===== config.mk =====
export PLATFORM = sky130hd
export DESIGN_NAME = qpfe_pipeline
export DESIGN_NICKNAME = d
export VERILOG_FILES = /design/src/qpfe_pkg.sv /design/src/qpfe_phase_gen.sv /design/src/qpfe_pipeline.sv
export SDC_FILE = /design/constraint.sdc
export NUM_CORES = 1
export LEC_CHECK = 0
export BUFFER_PORTS_ARGS = -buffer_cell sky130_fd_sc_hd__buf_2
export CAP_MARGIN = 10
export CORE_UTILIZATION = 50
export CTS_CLUSTER_DIAMETER = 150
export DETAILED_ROUTE_END_ITERATION = 6
export GPL_TIMING_DRIVEN = 0
export PLACE_DENSITY = 0.81
export SETUP_SLACK_MARGIN = 0.5
export SLEW_MARGIN = 20
export SYNTH_ARGS = -nofsm -noshare
export SYNTH_HDL_FRONTEND = slang
export SYNTH_SLANG_ARGS = --single-unit

===== constraint.sdc =====
create_clock -name clk_sys_in -period 2.05 [get_ports clk_sys_in]
set_input_delay 0.205 -clock clk_sys_in [delete_from_list [all_inputs] [get_ports clk_sys_in]]
set_output_delay 0.205 -clock clk_sys_in [all_outputs]
set_load 0.01 [all_outputs]

===== src/qpfe_pkg.sv =====
// Behaviour
// - the oscillator input clock is divided by four into four non-overlapping phases in fixed order.
// - one instruction cycle is exactly four phase periods and all timing follows the phases.
// - the program counter increments in phase one, starting the fetch cycle.
// - the word read from program memory is captured into the fetch register at phase four and moved into the instruction latch at the next phase one.
// - the latched instruction is presented at phase one and decoded and executed in phases two to four.
// - fetch of the next instruction overlaps execution of the current one, one per cycle.
// - an instruction that changes the program counter takes two instruction cycles.
// - after a program counter change the already fetched instruction executes as no operation.
// - the data memory operand read happens in phase two of the execution cycle.
// - the data memory destination write happens in phase four of the execution cycle.
// - master clear is an active-low reset held high by external logic for normal operation.
package qpfe_pkg;
  // ---------------------------------------------
  // phase encoding
  // ---------------------------------------------
  typedef enum logic [1:0] {
    QPFE_PH_ONE   = 2'b00,
    QPFE_PH_TWO   = 2'b01,
    QPFE_PH_THREE = 2'b10,
    QPFE_PH_FOUR  = 2'b11
  } qpfe_phase_t;

  // ---------------------------------------------
  // widths and reset values
  // ---------------------------------------------
  localparam int                 QPFE_PHASES_PER_CYCLE = 4;
  localparam int                 QPFE_PC_WIDTH         = 13;
  localparam int                 QPFE_INSN_WIDTH       = 14;
  localparam logic [12:0]        QPFE_PC_RESET         = 13'h0000;
  localparam logic [13:0]        QPFE_NOP_WORD         = 14'h0000;
endpackage


===== src/qpfe_phase_gen.sv =====
`timescale 1ns/1ns
`default_nettype none
module qpfe_phase_gen (
  input  wire logic               clk_sys_in,
  input  wire logic               rst_in,
  output qpfe_pkg::qpfe_phase_t   phase_out,
  output logic              [3:0] phase_onehot_out
);
  qpfe_pkg::qpfe_phase_t phase_reg;

  // ---------------------------------------------
  // divide by four
  // ---------------------------------------------
  // held, restart at one
  always_ff @(posedge clk_sys_in) begin
    if (rst_in) begin
      phase_reg <= qpfe_pkg::QPFE_PH_ONE;
    end else begin
      phase_reg <= qpfe_pkg::qpfe_phase_t'(phase_reg + 2'b01);
    end
  end

  assign phase_out = phase_reg;

  // one hot decode, exactly one active out of reset, none while reset is held
  genvar i;
  generate
    for (i = 0; i < qpfe_pkg::QPFE_PHASES_PER_CYCLE; i++) begin : g_ph
      assign phase_onehot_out[i] = (phase_reg == 2'(i)) && !rst_in;
    end
  endgenerate
endmodule
`default_nettype wire


===== src/qpfe_pipeline.sv =====
`timescale 1ns/1ns
`default_nettype none
module qpfe_pipeline #(
  parameter int PC_WIDTH   = qpfe_pkg::QPFE_PC_WIDTH,
  parameter int INSN_WIDTH = qpfe_pkg::QPFE_INSN_WIDTH
) (
  input  wire logic                  clk_sys_in,
  input  wire logic                  master_clear_n_in,
  input  wire logic                  resistor_capacitor_osc_mode_in,
  input  wire logic [INSN_WIDTH-1:0] prog_data_in,
  input  wire logic                  jump_instruction_in,
  input  wire logic [PC_WIDTH-1:0]   jump_target_in,
  output logic      [PC_WIDTH-1:0]   program_counter_out,
  output logic      [INSN_WIDTH-1:0] instruction_latch_out,
  output logic                       insn_valid_out,
  output logic                       phase_one_out,
  output logic                       phase_two_out,
  output logic                       phase_three_out,
  output logic                       phase_four_out,
  output logic                       data_read_out,
  output logic                       data_write_out,
  output logic                       osc_out_quarter_clock_out
);
  // ---------------------------------------------
  // reset and phases
  // ---------------------------------------------
  logic                  rst;
  qpfe_pkg::qpfe_phase_t phase;
  logic [3:0]            ph;
  logic [PC_WIDTH-1:0]   pc_reg;
  logic [PC_WIDTH-1:0]   target_reg;
  logic [INSN_WIDTH-1:0] fetch_reg;
  logic [INSN_WIDTH-1:0] insn_reg;
  logic                  valid_reg;
  logic                  flush_reg;
  logic                  clkout_reg;

  assign rst = !master_clear_n_in;

  qpfe_phase_gen u_phase (
    .clk_sys_in       (clk_sys_in),
    .rst_in           (rst),
    .phase_out        (phase),
    .phase_onehot_out (ph)
  );

  assign phase_one_out   = ph[0];
  assign phase_two_out   = ph[1];
  assign phase_three_out = ph[2];
  assign phase_four_out  = ph[3];

  // ---------------------------------------------
  // program counter
  // ---------------------------------------------
  // hold target until next phase one
  always_ff @(posedge clk_sys_in) begin
    if (rst) begin
      target_reg <= PC_WIDTH'(qpfe_pkg::QPFE_PC_RESET);
    end else if (ph[3] && jump_instruction_in && valid_reg) begin
      target_reg <= jump_target_in;
    end
  end

  // target loads in place of the increment, so the target word is fetched itself
  // reset flush steers the first fetch to the reset address
  // increment in phase one
  always_ff @(posedge clk_sys_in) begin
    if (rst) begin
      pc_reg <= PC_WIDTH'(qpfe_pkg::QPFE_PC_RESET);
    end else if (ph[0] && flush_reg) begin
      pc_reg <= target_reg;
    end else if (ph[0]) begin
      pc_reg <= pc_reg + PC_WIDTH'(1);
    end
  end
  assign program_counter_out = pc_reg;

  // ---------------------------------------------
  // fetch and instruction latch
  // ---------------------------------------------
  // capture fetched word at phase four
  always_ff @(posedge clk_sys_in) begin
    if (rst) begin
      fetch_reg <= INSN_WIDTH'(qpfe_pkg::QPFE_NOP_WORD);
    end else if (ph[3]) begin
      fetch_reg <= prog_data_in;
    end
  end

  // flush marks the cycle after a jump; fetched word is stale
  // discard fetched instruction
  always_ff @(posedge clk_sys_in) begin
    if (rst) begin
      flush_reg <= 1'b1;
    end else if (ph[3]) begin
      flush_reg <= jump_instruction_in && valid_reg;
    end
  end

  always_ff @(posedge clk_sys_in) begin
    if (rst) begin
      insn_reg  <= INSN_WIDTH'(qpfe_pkg::QPFE_NOP_WORD);
      valid_reg <= 1'b0;
    end else if (ph[0]) begin
      insn_reg  <= flush_reg ? INSN_WIDTH'(qpfe_pkg::QPFE_NOP_WORD) : fetch_reg;
      valid_reg <= !flush_reg;
    end
  end
  assign instruction_latch_out = insn_reg;
  assign insn_valid_out        = valid_reg;

  // ---------------------------------------------
  // data memory strobes
  // ---------------------------------------------
  // operand read phase two
  assign data_read_out  = ph[1] && valid_reg;
  assign data_write_out = ph[3] && valid_reg;

  // ---------------------------------------------
  // quarter clock output
  // ---------------------------------------------
  // high in phases three and four
  always_ff @(posedge clk_sys_in) begin
    if (rst) begin
      clkout_reg <= 1'b0;
    end else begin
      clkout_reg <= resistor_capacitor_osc_mode_in &&
                    (phase == qpfe_pkg::QPFE_PH_TWO || phase == qpfe_pkg::QPFE_PH_THREE);
    end
  end
  assign osc_out_quarter_clock_out = clkout_reg;
endmodule
`default_nettype wire


# Word-level counts from Yosys, hierarchy flattened
# Index checks and enable logic that the tools add are counted.
dict set report totals {
  ff_bits 59
  input_bits 31
  output_inout_bits 35
}
dict set report op_classes {
  mux 3
  reduce_logical 15
  n_eq_ne 3
  addsub 2
}
# operator n
set ops {}
lappend ops {{$mux 13} 2}
lappend ops {{$mux 14} 1}
lappend ops {{$add 13x1->13 const B} 1}
lappend ops {{$logic_and 1x1->1} 11}
lappend ops {{$eq 2x2->1 const B} 2}
lappend ops {{$add 2x1->2 const B} 1}
lappend ops {{$eq 2x1->1 const B} 1}
lappend ops {{$logic_not 2->1} 1}
lappend ops {{$reduce_bool 2->1} 1}
lappend ops {{$logic_not 1->1} 1}
lappend ops {{$logic_or 1x1->1} 1}

# Longest topological paths before layout
# Gate-level depths: netlist of run 1.
dict set report logic_depth {
  word_depth 4
  mapped_depth 8
}

# By module
# Synthesis of run 1 repeated with hierarchy kept, for this count alone.
dict set report unflattened {
  hier_cells 292
  area_unflattened_um2 2575.0
}
# mod n_inst cells_per_inst area_per_inst_um2 seq_area_each_um2
set modules_own_cells {}
lappend modules_own_cells {qpfe_pipeline 1 278 2442.3 1141.1}
lappend modules_own_cells {qpfe_phase_gen 1 14 132.6 40.0}

# Worst setup path after synthesis of run 1
# OpenSTA, ideal clock, no wires.
dict set report synth_path {
  kind {flip-flop to flip-flop}
  from {register pc_reg[0], in the netlist program_counter_out[0]}
  to {register pc_reg[10], in the netlist program_counter_out[10]}
  slack_ps 559
  required_ps 1992
  stages_incl_launch_ff 6
  arrival_ps 1434
  synth_period_minus_slack_ps 1491
  n_path_buf 0
  setup_time_ps 58
  path_cell_list {dfxtp_1 -> ha_1 -> nand3_2 -> or4_1 -> a21oi_1 -> o21a_1}
}
dict set report synth_between {
  elab_chain_cells 3
}
# element line_no
set synth_rtl {}
lappend synth_rtl {{from (decl)} qpfe_pipeline.sv:30} ;# logic [PC_WIDTH-1:0] pc_reg;
lappend synth_rtl {{from (signal assigned)} qpfe_pipeline.sv:69} ;# pc_reg <= PC_WIDTH'(qpfe_pkg::QPFE_PC_RESET);
lappend synth_rtl {{from (signal assigned)} qpfe_pipeline.sv:71} ;# pc_reg <= target_reg;
lappend synth_rtl {{from (signal assigned)} qpfe_pipeline.sv:73} ;# pc_reg <= pc_reg + PC_WIDTH'(1);
lappend synth_rtl {{$add 13x1->13} qpfe_pipeline.sv:73}
lappend synth_rtl {{$mux 13} qpfe_pipeline.sv:72} ;# end else if (ph[0]) begin
lappend synth_rtl {{$mux 13} qpfe_pipeline.sv:70} ;# end else if (ph[0] && flush_reg) begin
# Every way passes these cells. The select of a mux whose other input is x is not followed.
# A chain may end at the register's enable or synchronous reset.

# Worst setup path in the final report of run 1
dict set report layout_path {
  from {register u_phase.phase_reg[0], in the netlist u_phase.phase_out[0]}
  to {output data_write_out}
}
dict set report layout_between {
  elab_chain_cells 3
}
# element line_no
set layout_rtl {}
lappend layout_rtl {{from (decl)} qpfe_phase_gen.sv:9} ;# qpfe_pkg::qpfe_phase_t phase_reg;
lappend layout_rtl {{from (signal assigned)} qpfe_phase_gen.sv:17} ;# phase_reg <= qpfe_pkg::QPFE_PH_ONE;
lappend layout_rtl {{from (signal assigned)} qpfe_phase_gen.sv:19} ;# phase_reg <= qpfe_pkg::qpfe_phase_t'(phase_reg + 2'b01);
lappend layout_rtl {{$eq 2x2->1} qpfe_phase_gen.sv:29} ;# assign phase_onehot_out[i] = (phase_reg == 2'(i)) && !rst_in;
lappend layout_rtl {{$logic_and 1x1->1} qpfe_phase_gen.sv:29}
lappend layout_rtl {{$logic_and 1x1->1} qpfe_pipeline.sv:117} ;# assign data_write_out = ph[3] && valid_reg;
lappend layout_rtl {{to (decl)} qpfe_pipeline.sv:21} ;# output logic data_write_out,
# Every way passes these cells.

==> run metrics, run 1 <==
status complete, no violations; post-synth top area share 44.11%; fin crit period 1.600 ns; ys async rst share 0%; Root Driver clkbuf_8; Seq/Total Area, Yosys 44.11%; Worst-path clk slew 0.07 ns; Fmax 0.6249 GHz; Final Hold Viols 0; area of the multi-input gates 1391 um^2; Final Slew Violations 0; Worst setup SP type flop; Yosys cell types 39; Clock Tree Buf Depth 2; Fin Clk Skew 0.005069 ns; FF+latch area 1186 um^2; Peak VDD IR 0.4662 mV; worst path cell trace ha_2, buf_6, buf_8, and3_1, buf_2; num ports 66; HPWL after DPL 4.494 mm; CP required 1.85 ns; core area 5140 um^2; Vias 2415; Wirelength per Cell 14.29 um; first-pass GRT wire length 10.30 mm; drt drc 0; average cell area after synthesis 8.722 um^2; relative slew slack 72.72%; number of flops mapped to enable cells by yosys 0; Skew-Pair Late Insertion Delay 0.34 ns; fin nets 422; Hold Path Class input pin to flop; drt first pass iters 4; P_leak 1.420 nW; H-Tree Depth 3; Crit Path Class flop to output port; worst-path fanout max 4; CTS tree done; Sum Neg Setup Slack 0 ns; Antenna Nets Post-Route 0; FF+latch count, synth 59; grt total ovfl 0; Min Hold Slack 0.09563 ns; pwr dens 819.8 nW/um^2; largest cells by area after synthesis dfxtp_1, mux2i_1, a21boi_0, nand2_1, nand3_1; pin count of the biggest net entering global routing 11; RSZ-0062 raised after global routing true; area leader, netlist dfxtp_1; vias in the first global route 2279; final std cells w/o fill 461; reg-to-reg critical path startpoint u_phase.phase_out[0]; height of the chip 75.18 um; filler instances 422; Max stage delay on crit path 0.34 ns; drt total wl 6.588 mm; initial antenna violation count 0; fin crit share 78.06%; critical path capture point type output port; Routability Congestion 0.8476; Starting DRT DRC Count 164; count leader, synth dfxtp_1; Max Cap Viol 0; HP Start resistor_capacitor_osc_mode_in; placed cell count 442; Worst-Margin Slew 0.4093 ns; Die W 75.18 um; launch point of the worst path u_phase.phase_out[0]; ant diodes 0; Num CTS Buffers 9; Setup Viol. Count Final 0; Via-to-Cell Ratio 5.239; post-cts hold buffer count 0; Primary FF master, synth dfxtp_1; FP Rows 26; Crit-path slowest cell dfxtp_2; I/O Buffers 65; Post-Synthesis Cells 307; fraction of final layout cells sized beyond drive strength 1 29.92%; utilization after layout 67.75%; die area 5652 um^2; Tot GR Track Use 25.02%; initial core utilization 52.09%; Ys Warns 0; Syn-to-layout area delta 30.05%; commonest cells in the netlist dfxtp_1, nand2_1, nand3_1; Worst EP arrival 1.40 ns; Syn Nets 343; synthesized area 2678 um^2; CTS Sinks 59
[placed cells by master (no fill, tap or decap), types with 5 or more instances in the layout]
master,count
a21boi_0,21
a21boi_1,6
a21oi_1,5
and2_1,6
buf_2,68
buf_6,6
clkbuf_1,5
clkbuf_8,12
dfxtp_1,55
inv_1,13
mux2i_1,20
nand2_1,42
nand2b_1,14
nand3_1,26
nor2b_1,18
o21ai_0,14
[repair_timing]
action,4_1_cts,5_1_grt
endpoints found under the hold margin,0,0
setup endpoints to repair,41,36
resized for setup,22,26
buffers inserted,3,0
[area by class of cell]
| cell class | instances | share of cell area [%] |
|---|---|---|
| plain buffers | 21 | 4.348 |
| clock buffers | 12 | 4.743 |
| clock inverters | 4 | 2.731 |
| inverters | 15 | 1.653 |
| multi-input cells | 212 | 39.96 |
| flip-flops and latches | 59 | 34.06 |
| well taps | 70 | 2.515 |
| repair buffers | 68 | 9.989 |
[worst max-delay path, delay by kind of cell, from the launching register on]
| family | cells | cell delay, ns |
|---|---|---|
| DFF | 1 | 0.34 |
| adders and majority gates | 1 | 0.18 |
| and+or+nand+nor | 1 | 0.17 |
| buffers and inverters | 3 | 0.36 |
[power breakdown]
part | total, mW | internal (mW) | switching, mW
logic | 0.283 | 0.130 | 0.153
clock network | 1.38 | 0.905 | 0.470
registers | 1.20 | 1.17 | 0.0230
[worst paths after layout]
kind,to,slack [ns],depth (start not counted)
worst max-delay path,data_write_out,0.45,5
worst min register to register,u_phase.phase_out[0],0.45,1
worst min-delay path,osc_out_quarter_clock_out,0.1,2
worst max register to register,target_reg[11],0.56,7
[routing by layer]
layer	track usage (%)	wire, um	share of wire (%)	up-vias
met2	42.84	3150	48	80
met4	14.20	110	1.7	0
li1	-	-	-	1199
met1	29.13	2905	44	1123
met5	0	0	0	-
met3	5.221	422	6.4	13
[stage by stage]
stage	setup slack (ns)	power (mW)	area (um^2)
2_1_floorplan	0.5585	1.371	2678
3_3_place_gp	0.3411	1.459	3090
3_5_place_dp	0.2925	1.467	3090
6_report	0.4497	2.855	3482
4_1_cts	0.4204	2.842	3428
5_1_grt	0.4158	2.951	3482
[cells by family after synthesis]
logic type / count (synthesis) / synth area share [%]
flops: 59 / 44.11
compound gates: 58 / 14.81
xor+xnor: 2 / 0.6543
fa+ha+maj: 5 / 2.336
simple gates: 126 / 24.49
mux: 21 / 7.897
buf+inv: 36 / 5.701
Power figures use the tool's default switching activity.
==> inputs of run 2 (changes only) <==
clock period = 1.5 ns   (was 2.05 ns; I/O delays follow)
==> run 2 against run 1 <==
  * First-iteration DRC count up 27%
  * Register-to-register slack got worse by 0.55 ns
  * Clock skew rose by 0.0068 ns
  * The flow now finishes with violations (negative setup slack)
==> run metrics, run 2 (synthesis gave the netlist of run 1 again) <==
FP Rows 26; commonest non-fill, non-tap cells in the layout buf_2, dfxtp_1, nand2_1; Peak VDD IR 0.6629 mV; CP required 1.35 ns; Num CTS Buffers 9; Worst-Margin Slew 0.5320 ns; height of the chip 75.18 um; I/O Buffers 65; status complete, but fails checks; Clock Tree Buf Depth 2; Worst EP arrival 1.38 ns; commonest non-fill, non-tap cell in the layout buf_2; Seq pwr share 46.4%; fin crit share 102.3%; drt total wl 8.619 mm; Worst-path clk slew 0.06 ns; pin count of the biggest net entering global routing 11; Fmax 0.6519 GHz; Tot GR Track Use 28.43%; Clock power frac 35.8%; Sum Neg Setup Slack -0.03392 ns; post-layout instance area 4183 um^2; RSZ-0062 raised after global routing true; fraction of final layout cells sized beyond drive strength 1 50.85%; Hold Path Class input pin to flop; Placed Area 3324 um^2; die area 5652 um^2; Syn-to-layout area delta 56.21%; internal power 2.557 mW; FF+latch area 1236 um^2; Skew-Pair Late Insertion Delay 0.35 ns; fin crit period 1.534 ns; utilization after layout 81.38%; fin nets 445; num ports 66; post-cts hold buffer count 0; Setup Viol. Count Final 1; P_leak 1.688 nW; pre-CTS WS 0.02714 ns; P_sw 0.9624 mW; pwr dens 841.5 nW/um^2; Final Slew Violations 0; Root Driver clkbuf_8; Crit Path Class flop to output port; Switching Share 27.34%; drt first pass iters 5; CTS Sinks 59; CTS tree done; first-pass GRT wire length 11.56 mm; Antenna Nets Post-Route 0; area of the multi-input gates 1705 um^2; critical path capture point type output port; Routability Congestion 0.7794; ant diodes 0; filler instances 310; Gate power share 17.8%; H-Tree Depth 3; initial antenna violation count 0; relative slew slack 64.46%; worst-path fanout max 4; Worst Slack Setup Final -0.03392 ns; drt drc 0; Fin Clk Skew 0.01183 ns; Via-to-Cell Ratio 5.648; Worst setup SP type flop; grt total ovfl 0; initial core utilization 52.09%; Starting DRT DRC Count 209; HPWL after DPL 4.655 mm; Min Hold Slack 0.04281 ns; Die W 75.18 um; Final Hold Viols 0; Wirelength per Cell 17.84 um; core area 5140 um^2; Max Cap Viol 0; vias in the first global route 2409; Vias 2728; failing checks negative setup slack
==> run 2: area by class of cell <==
class                           instances  area share [%]
Buffer                                 21           6.222
Sequential cell                        59           29.55
Inverter                               15           1.466
Clock buffer                           12           3.470
Multi-Input combinational cell        212           40.77
Tap cell                               70           2.094
Timing Repair Buffer                   91           16.06
Clock inverter                          3          0.3590
==> run 2: worst paths after layout <==
check	from	to	slack [ns]	depth (start not counted)
setup / recovery	u_phase.phase_out[0]	data_write_out	-0.03	5
hold / removal	resistor_capacitor_osc_mode_in	osc_out_quarter_clock_out	0.04	2
setup reg to reg	u_phase.phase_out[1]	program_counter_out[2]	0.01	7
hold reg to reg	target_reg[8]	target_reg[8]	0.45	2
==> run 2: stage by stage <==
| step | cells | total power, mW |
|---|---|---|
| 6_report | 483 | 3.520 |
| 5_1_grt | 483 | 3.624 |
| 4_1_cts | 472 | 3.452 |
| 3_5_place_dp | 442 | 2.086 |
| 3_3_place_gp | 442 | 2.075 |
| 2_1_floorplan | 307 | 1.948 |
==> run 2: metal layers <==
layer  wire length [um]  track usage, %  vias to the layer above
met4                284           14.81                        0
li1                   -               -                     1250
met1               3365           33.19                     1285
met5                  0               0                        -
met3                554           5.221                       37
met2               4414           49.75                      156
==> run 2: worst max-delay path: stages (launching register included) <==
cell	delay, ns
dfxtp_4	0.37
ha_4	0.16
buf_8	0.12
buf_12	0.11
and3_4	0.17
buf_6	0.12
==> run 2: power groups by stage <==
stage                     clock [mW]  combinational (mW)  sequential, mW
after global placement             0               0.402            1.67
after detailed placement           0               0.412            1.67
final                           1.26               0.626            1.63
after global routing            1.33               0.660            1.63
after floorplan                    0               0.273            1.67
after CTS                       1.25               0.568            1.63
==> run 2: what timing repair did <==
action	4_1_cts	5_1_grt
resized for setup	71	47
cloned	5	0
buffers inserted	10	11
pin swaps	19	17
endpoints found under the setup margin	75	71
